$ cat src/xor_dir_pkg.sv
// package: opcode selects, operand widths, addresses and reset values for the xor/direction block
package xor_dir_pkg;
  localparam int unsigned DATA_W      = 8;
  localparam int unsigned FADDR_W     = 5;
  localparam logic [2:0]  DIR_ADDR_A  = 3'h6;
  localparam logic [2:0]  DIR_ADDR_B  = 3'h7;
  localparam logic [7:0]  W_RESET     = 8'h00;
  localparam logic [7:0]  DIR_RESET   = 8'hff;
  localparam logic        ZERO_RESET  = 1'b0;
  localparam logic        DEST_W      = 1'b0;
  localparam logic        DEST_F      = 1'b1;

  typedef enum logic [1:0] {
    OP_NONE     = 2'b00,
    OP_DIR_LOAD = 2'b01,
    OP_XOR_REG  = 2'b10,
    OP_XOR_LIT  = 2'b11
  } op_sel_t;

  typedef enum logic [1:0] {
    ST_IDLE     = 2'b00,
    ST_FETCH_F  = 2'b01,
    ST_WRITE    = 2'b10
  } exec_state_t;
endpackage

$ cat src/xor_unit.sv
// combinational xor and zero detect shared by both xor operations
`timescale 1ns/1ns
module xor_unit #(
  parameter int unsigned WIDTH = 8
) (
  // operands
  input  wire logic [WIDTH-1:0] a,
  input  wire logic [WIDTH-1:0] b,
  // result
  output logic      [WIDTH-1:0] y,
  output logic                  is_zero
);
  always_comb begin
    y       = a ^ b;
    is_zero = ~|(a ^ b);
  end
endmodule

$ cat src/xor_and_direction_load_ops.sv
// execution datapath for direction load, register xor and literal xor
// Behaviour
// - direction load copies working register into direction register 6 or 7; no flags.
// - register xor combines working register with file register 0..31; only zero flag.
// - destination bit 0 writes working register; 1 writes back the file register.
// - literal xor combines working register with 8-bit literal into working register.
`timescale 1ns/1ns
module xor_and_direction_load_ops #(
  parameter int unsigned WIDTH = xor_dir_pkg::DATA_W,
  parameter int unsigned AW    = xor_dir_pkg::FADDR_W
) (
  // clock and reset
  input  wire logic             clk_sys,
  input  wire logic             arst_n,
  // decoded instruction
  input  wire logic             op_valid,
  input  wire logic [1:0]       op_sel,
  input  wire logic [AW-1:0]    op_faddr,
  input  wire logic             op_dest,
  input  wire logic [WIDTH-1:0] op_literal,
  // file register port
  output logic                  f_rd_en,
  output logic      [AW-1:0]    f_addr,
  input  wire logic [WIDTH-1:0] f_rd_data,
  output logic                  f_wr_en,
  output logic      [WIDTH-1:0] f_wr_data,
  // core state
  output logic      [WIDTH-1:0] working,
  output logic                  zero_flag,
  output logic      [WIDTH-1:0] dir_port_a,
  output logic      [WIDTH-1:0] dir_port_b,
  output logic                  busy,
  output logic                  done
);
  xor_dir_pkg::exec_state_t state, next_state;
  // decode of the op taken this cycle
  logic             take;
  logic             take_dir_load;
  logic             take_xor_reg;
  logic             take_xor_lit;
  logic             dir_hit_a;
  logic             dir_hit_b;
  // sequencing
  logic             next_busy;
  logic             next_done;
  logic             dest_hold;
  logic             next_dest_hold;
  // file port
  logic             next_f_rd_en;
  logic             next_f_wr_en;
  logic [AW-1:0]    next_f_addr;
  logic [WIDTH-1:0] next_f_wr_data;
  // working, flag and direction registers
  logic [WIDTH-1:0] next_working;
  logic             next_zero_flag;
  logic [WIDTH-1:0] next_dir_port_a;
  logic [WIDTH-1:0] next_dir_port_b;
  // shared xor
  logic [WIDTH-1:0] xor_b;
  logic [WIDTH-1:0] xor_y;
  logic             xor_zero;

  // literal in idle, file data once fetched
  assign xor_b = (state == xor_dir_pkg::ST_WRITE) ? f_rd_data : op_literal;

  xor_unit #(.WIDTH(WIDTH)) u_xor (
    .a       (working),
    .b       (xor_b),
    .y       (xor_y),
    .is_zero (xor_zero)
  );

  // op decode; ops are only taken while idle
  always_comb begin
    take          = op_valid && (state == xor_dir_pkg::ST_IDLE);
    take_dir_load = 1'b0;
    take_xor_reg  = 1'b0;
    take_xor_lit  = 1'b0;
    dir_hit_a     = (op_faddr[2:0] == xor_dir_pkg::DIR_ADDR_A);
    dir_hit_b     = (op_faddr[2:0] == xor_dir_pkg::DIR_ADDR_B);
    if (take) begin
      unique case (xor_dir_pkg::op_sel_t'(op_sel))
        xor_dir_pkg::OP_DIR_LOAD: begin
          take_dir_load = 1'b1;
        end
        xor_dir_pkg::OP_XOR_REG: begin
          take_xor_reg = 1'b1;
        end
        xor_dir_pkg::OP_XOR_LIT: begin
          take_xor_lit = 1'b1;
        end
        xor_dir_pkg::OP_NONE: begin
          take_xor_lit = 1'b0;
        end
      endcase
    end
  end

  // sequencing: a register xor reads, waits for the file data, then writes
  always_comb begin
    next_state     = state;
    next_busy      = 1'b0;
    next_done      = 1'b0;
    next_dest_hold = dest_hold;
    unique case (state)
      xor_dir_pkg::ST_IDLE: begin
        if (take_xor_reg) begin
          next_state     = xor_dir_pkg::ST_FETCH_F;
          next_busy      = 1'b1;
          next_dest_hold = op_dest;
        end else if (take_dir_load || take_xor_lit) begin
          // single-cycle ops finish at once
          next_done = 1'b1;
        end
      end
      xor_dir_pkg::ST_FETCH_F: begin
        next_state = xor_dir_pkg::ST_WRITE;
        next_busy  = 1'b1;
      end
      xor_dir_pkg::ST_WRITE: begin
        next_state = xor_dir_pkg::ST_IDLE;
        next_done  = 1'b1;
      end
      default: begin
        next_state = xor_dir_pkg::ST_IDLE;
      end
    endcase
  end

  always_ff @(posedge clk_sys or negedge arst_n) begin
    if (!arst_n) begin
      state     <= xor_dir_pkg::ST_IDLE;
      busy      <= 1'b0;
      done      <= 1'b0;
      dest_hold <= xor_dir_pkg::DEST_W;
    end else begin
      state     <= next_state;
      busy      <= next_busy;
      done      <= next_done;
      dest_hold <= next_dest_hold;
    end
  end

  // file port: read strobe on a register xor take, write strobe registered from the write state
  always_comb begin
    next_f_rd_en   = 1'b0;
    next_f_addr    = f_addr;
    next_f_wr_en   = 1'b0;
    next_f_wr_data = f_wr_data;
    if (take_xor_reg) begin
      next_f_rd_en = 1'b1;
      next_f_addr  = op_faddr;
    end
    if ((state == xor_dir_pkg::ST_WRITE) && (dest_hold == xor_dir_pkg::DEST_F)) begin
      next_f_wr_en   = 1'b1;
      next_f_wr_data = xor_y;
    end
  end

  always_ff @(posedge clk_sys or negedge arst_n) begin
    if (!arst_n) begin
      f_rd_en   <= 1'b0;
      f_wr_en   <= 1'b0;
      f_addr    <= '0;
      f_wr_data <= '0;
    end else begin
      f_rd_en   <= next_f_rd_en;
      f_wr_en   <= next_f_wr_en;
      f_addr    <= next_f_addr;
      f_wr_data <= next_f_wr_data;
    end
  end

  // working register and zero flag; direction loads leave both alone
  always_comb begin
    next_working   = working;
    next_zero_flag = zero_flag;
    if (take_xor_lit) begin
      next_working   = xor_y;
      next_zero_flag = xor_zero;
    end else if (state == xor_dir_pkg::ST_WRITE) begin
      if (dest_hold == xor_dir_pkg::DEST_W) begin
        next_working = xor_y;
      end
      next_zero_flag = xor_zero;
    end
  end

  always_ff @(posedge clk_sys or negedge arst_n) begin
    if (!arst_n) begin
      working   <= xor_dir_pkg::W_RESET;
      zero_flag <= xor_dir_pkg::ZERO_RESET;
    end else begin
      working   <= next_working;
      zero_flag <= next_zero_flag;
    end
  end

  // direction registers; addresses whose low three bits are not 6 or 7 only pulse done
  always_comb begin
    next_dir_port_a = dir_port_a;
    next_dir_port_b = dir_port_b;
    if (take_dir_load && dir_hit_a) begin
      next_dir_port_a = working;
    end
    if (take_dir_load && dir_hit_b) begin
      next_dir_port_b = working;
    end
  end

  always_ff @(posedge clk_sys or negedge arst_n) begin
    if (!arst_n) begin
      dir_port_a <= xor_dir_pkg::DIR_RESET;
      dir_port_b <= xor_dir_pkg::DIR_RESET;
    end else begin
      dir_port_a <= next_dir_port_a;
      dir_port_b <= next_dir_port_b;
    end
  end
endmodule

$ cat config.mk
export PLATFORM = sky130hd
export DESIGN_NAME = xor_and_direction_load_ops
export DESIGN_NICKNAME = d
export VERILOG_FILES = /design/src/xor_dir_pkg.sv /design/src/xor_unit.sv /design/src/xor_and_direction_load_ops.sv
export SDC_FILE = /design/constraint.sdc
export NUM_CORES = 1
export LEC_CHECK = 0
export BUFFER_PORTS_ARGS = -buffer_cell sky130_fd_sc_hd__buf_2
export CORE_MARGIN = 1.5
export CORE_UTILIZATION = 50
export CTS_BUF_LIST = sky130_fd_sc_hd__clkbuf_4 sky130_fd_sc_hd__clkbuf_8
export DETAILED_ROUTE_END_ITERATION = 6
export HOLD_SLACK_MARGIN = 0.12
export PLACE_DENSITY = 0.85
export SYNTH_ARGS = -nofsm -noshare
export SYNTH_HDL_FRONTEND = slang
export SYNTH_SLANG_ARGS = --single-unit
$ cat constraint.sdc
create_clock -name clk_sys -period 2.9 [get_ports clk_sys]
set_input_delay 0.435 -clock clk_sys [delete_from_list [all_inputs] [get_ports clk_sys]]
set_output_delay 0.435 -clock clk_sys [all_outputs]
set_load 0.01 [all_outputs]
==> results.md <==
* Result of the run: finished clean
* Number of routed nets with antenna violations at 0
* N_diodes at 0
* Post-detailed-placement cell area at 0.00229 mm²
* Initial antenna violation count at 0
* Combinational family with the most area after synthesis: multiplexers
* Portion of netlist area occupied by mux cells at 0.192
* Share of layout cells above drive strength 1 at 0.555
* CTS tree: done
* Internal at 1440 µW
* Crit path launch type: register
* Gr ovfl total at 0
* Cell at the root of the clock tree: sky130_fd_sc_hd__clkbuf_8
* Compound-gate portion of the synthesized area at 0.0157
* Worst EP arrival at 2.52 ns
* Number of cells traversed by the worst register-to-register path at 5
* Critical Path RT at 3.09 ns
* Area growth, synth to finish at 24.8%
* RSZ-0062 raised after global routing: false
* Reg power frac at 0.505
* DRC Markers at 0
* TritonCTS Buffers at 5
* Post-cts sizing count at 0
* Detailed-route via count at 1310
* Minimum setup slack in the final design at 0.562 ns
* Largest fanout on the critical path at 9
* Clock buffer depth at 2
* Hold Path Class: in -> async
* Total power density per cell area at 883 mW/mm²
* Initial cell density of the core at 0.523
* Xor/xnor cell area share of the yosys netlist at 0.0732
* Share of the synthesized area in the top cell type at 0.379
* Final count of negative-setup-slack endpoints at 0
* CTS sink count at 45
* I/O pin count at 69
* Worst slew slack as a fraction of its limit at 0.378
* Destination of the worst register-to-register timing path: zero_flag$_DFFE_PN0P_
* Leakage at 0.00120 µW
* Unique masters post-synth at 23
* Switching fraction of total power at 0.317
* Number of hold violations in the final report at 0
* Sequential-to-total area share from yosys stat at 0.599
* Clock-pin slew reported for the worst setup and hold paths after clock tree synthesis at 0.08 ns
* Die outline width at 64.9 µm
* Post-synthesis cell area at 0.00191 mm²
* Cell type contributing the most total cell area after synthesis: sky130_fd_sc_hd__dfrtp_1
* Minimum setup slack after placement at 0.554 ns
* Maximum frequency from static timing analysis at 0.428 GHz
* Die area at 0.00421 mm²
* Gr usage total at 0.207
* Post-layout instance area at 0.00239 mm²
* Reg-to-Reg Start: state[1]$_DFFE_PN0P_
* Combinational Power Share at 0.302
* Portion of the clock cycle consumed by the worst path in the final layout at 0.806
* Count of routing violations after the opening detailed-route iteration at 27
* H-tree lvl count at 2
* Drt via density at 4.89
* Slew Limit Fails at 0
* Clock insertion delay at the later pin of the skew report at 0.29 ns
* Hold Buf Count CTS at 0
* Global-route wire length before repair at 6390 µm
* Worst Clk Skew at 0.00338 ns
* Number of global-route vias before repair at 1407
* Top cells by area in the synthesized netlist: sky130_fd_sc_hd__dfrtp_1 (38%), sky130_fd_sc_hd__dfstp_2 (22%), sky130_fd_sc_hd__mux2_2 (14%)
* Post-layout instance count excluding filler cells at 268
* Global placement routability congestion at 0.770
* Type of destination of the critical path: register
* Number of violations of the max-capacitance limit at 0
* VDD IR max at 594 µV
* Part of the power in the clock network at 0.193
* Class of the most critical setup path: reg -> reg
* Final total negative setup slack at 0 ns
* Die Ht at 64.9 µm
* First drt pass iteration count at 4
* Mapped Avg Cell Area at 13.0 µm²
* Final HPWL from detailed placement at 2780 µm
* Row count at 22
* Power spent charging and discharging nets at 669 µW
* Async S/R FF share, synth at 1.00
* Total number of yosys warnings at 0
* Largest net degree at the start of global routing at 46
* Count of placed standard cells including taps at 260
* Slew of the pin with the lowest slew margin at 0.933 ns
* Predominant post-synthesis flop cell: sky130_fd_sc_hd__dfrtp_1
* Synthesized flop and latch total at 45
* Routed wire length per instance at 14.5 µm
* Nets at 246
* Core ar. at 0.00366 mm²
* Number of input and output port buffers inserted at 68
* Adder and majority cell fraction of the synthesized area at 0
* Fin crit period at 2.34 ns
* Reg-to-reg slack, setup at 0.56 ns
* Synthesized-area fraction occupied by and/or/nand/nor cells at 0.0967
* Number of enable flip-flop cells after synthesis at 0
* Post-CTS repair timing setup buffer count at 0
* Cells after Synth at 147
* Detailed Route WL at 3870 µm
* Post-Synthesis Net Count at 174
stage by stage:
step / total power [µW] / utilization / hold slack, ns
finish: 2110 / 0.653 / 0.285
CTS: 2130 / 0.653 / 0.315
floorplan: 1420 / - / 0.139
detailed placement: 1720 / 0.626 / 0.462
global placement: 1700 / 0.626 / 0.456
global route: 2250 / 0.653 / 0.350
critical path, cell delays in order, from the launching register on:
cell                      delay, ns
sky130_fd_sc_hd__dfrtp_1       0.48
sky130_fd_sc_hd__nor2b_4       0.42
sky130_fd_sc_hd__mux2i_1       0.35
sky130_fd_sc_hd__xnor2_1       0.12
sky130_fd_sc_hd__or4_1         0.54
sky130_fd_sc_hd__o41ai_1       0.32
layer usage:
layer  vias to the layer above  wire, µm  share of wire  global-route usage
li1                        637         -              -                   -
met1                       622      1680           0.43               0.253
met2                        41      1920           0.50               0.339
met3                        10       187          0.048              0.0573
met4                         0        83          0.021              0.0957
met5                         -         0              0                   0
synthesized netlist by cell type, types with 2 or more instances:
cell type                  number
sky130_fd_sc_hd__inv_2          2
sky130_fd_sc_hd__buf_6          2
sky130_fd_sc_hd__mux2i_1        7
sky130_fd_sc_hd__or4_1          3
sky130_fd_sc_hd__o21ai_0        2
sky130_fd_sc_hd__xor2_1         8
sky130_fd_sc_hd__nand2_1       22
sky130_fd_sc_hd__xnor2_1        8
sky130_fd_sc_hd__mux2i_2        2
sky130_fd_sc_hd__dfstp_2       16
sky130_fd_sc_hd__dfrtp_1       29
sky130_fd_sc_hd__inv_1          2
sky130_fd_sc_hd__nor2_1        10
sky130_fd_sc_hd__clkbuf_1       2
sky130_fd_sc_hd__mux2_2        24
cell type report:
type	instances	area, µm²
Tap cell	48	60.1
Timing Repair Buffer	69	348
Clock buffer	8	97.6
Inverter	4	15.0
Fill cell	301	1270
Multi-Input combinational cell	94	723
Sequential cell	45	1150
power by group through the flow:
stage | clock [µW] | combinational, µW | sequential (µW)
final | 406 | 637 | 1070
after floorplan | 0 | 261 | 1160
after CTS | 419 | 647 | 1070
after detailed placement | 0 | 645 | 1070
after global routing | 448 | 701 | 1100
after global placement | 0 | 630 | 1070
how the worst max path moves through the flow:
| stage | startpoint | endpoint | slack (ns) | cells after the start |
|---|---|---|---|---|
| CTS | state[1]$_DFFE_PN0P_ | zero_flag$_DFFE_PN0P_ | 0.57 | 5 |
| floorplan | state[1]$_DFFE_PN0P_ | zero_flag$_DFFE_PN0P_ | 0.94 | 7 |
| global placement | state[1]$_DFFE_PN0P_ | zero_flag$_DFFE_PN0P_ | 0.73 | 5 |
| global route | state[1]$_DFFE_PN0P_ | zero_flag$_DFFE_PN0P_ | 0.45 | 5 |
| detailed placement | state[1]$_DFFE_PN0P_ | zero_flag$_DFFE_PN0P_ | 0.55 | 5 |
| finish | state[1]$_DFFE_PN0P_ | zero_flag$_DFFE_PN0P_ | 0.56 | 5 |
registers in the layout (all words and copies together), names as in the netlist:
register,cells
dir_port_a,8
dir_port_b,8
f_wr_data,8
working,8
f_addr,5
state,2
busy,1
dest_hold,1
done,1
f_rd_en,1
f_wr_en,1
zero_flag,1
kinds of logic (layout without fill, tap and decap cells):
logic type,count (synthesis),count (layout)
buffers and inverters,8,81
flip-flops,45,45
AO/OA/AOI/OAI,5,5
AND/OR/NAND/NOR,40,40
multiplexers,33,33
XOR/XNOR,16,16
cells in the final DEF (no fill, tap or decap), types with 2 or more instances in the layout:
cell and count:
sky130_fd_sc_hd__clkbuf_8 6, sky130_fd_sc_hd__inv_2 2, sky130_fd_sc_hd__nand2_1 22, sky130_fd_sc_hd__clkbuf_4 2
sky130_fd_sc_hd__mux2i_1 7, sky130_fd_sc_hd__dfstp_2 16, sky130_fd_sc_hd__inv_1 2, sky130_fd_sc_hd__xor2_1 8
sky130_fd_sc_hd__dfrtp_1 29, sky130_fd_sc_hd__xnor2_1 8, sky130_fd_sc_hd__buf_2 68, sky130_fd_sc_hd__nor2_1 10
sky130_fd_sc_hd__mux2i_2 2, sky130_fd_sc_hd__or4_1 3, sky130_fd_sc_hd__mux2_2 24, sky130_fd_sc_hd__o21ai_0 2
No activity file was read; power rests on OpenSTA's default activity.
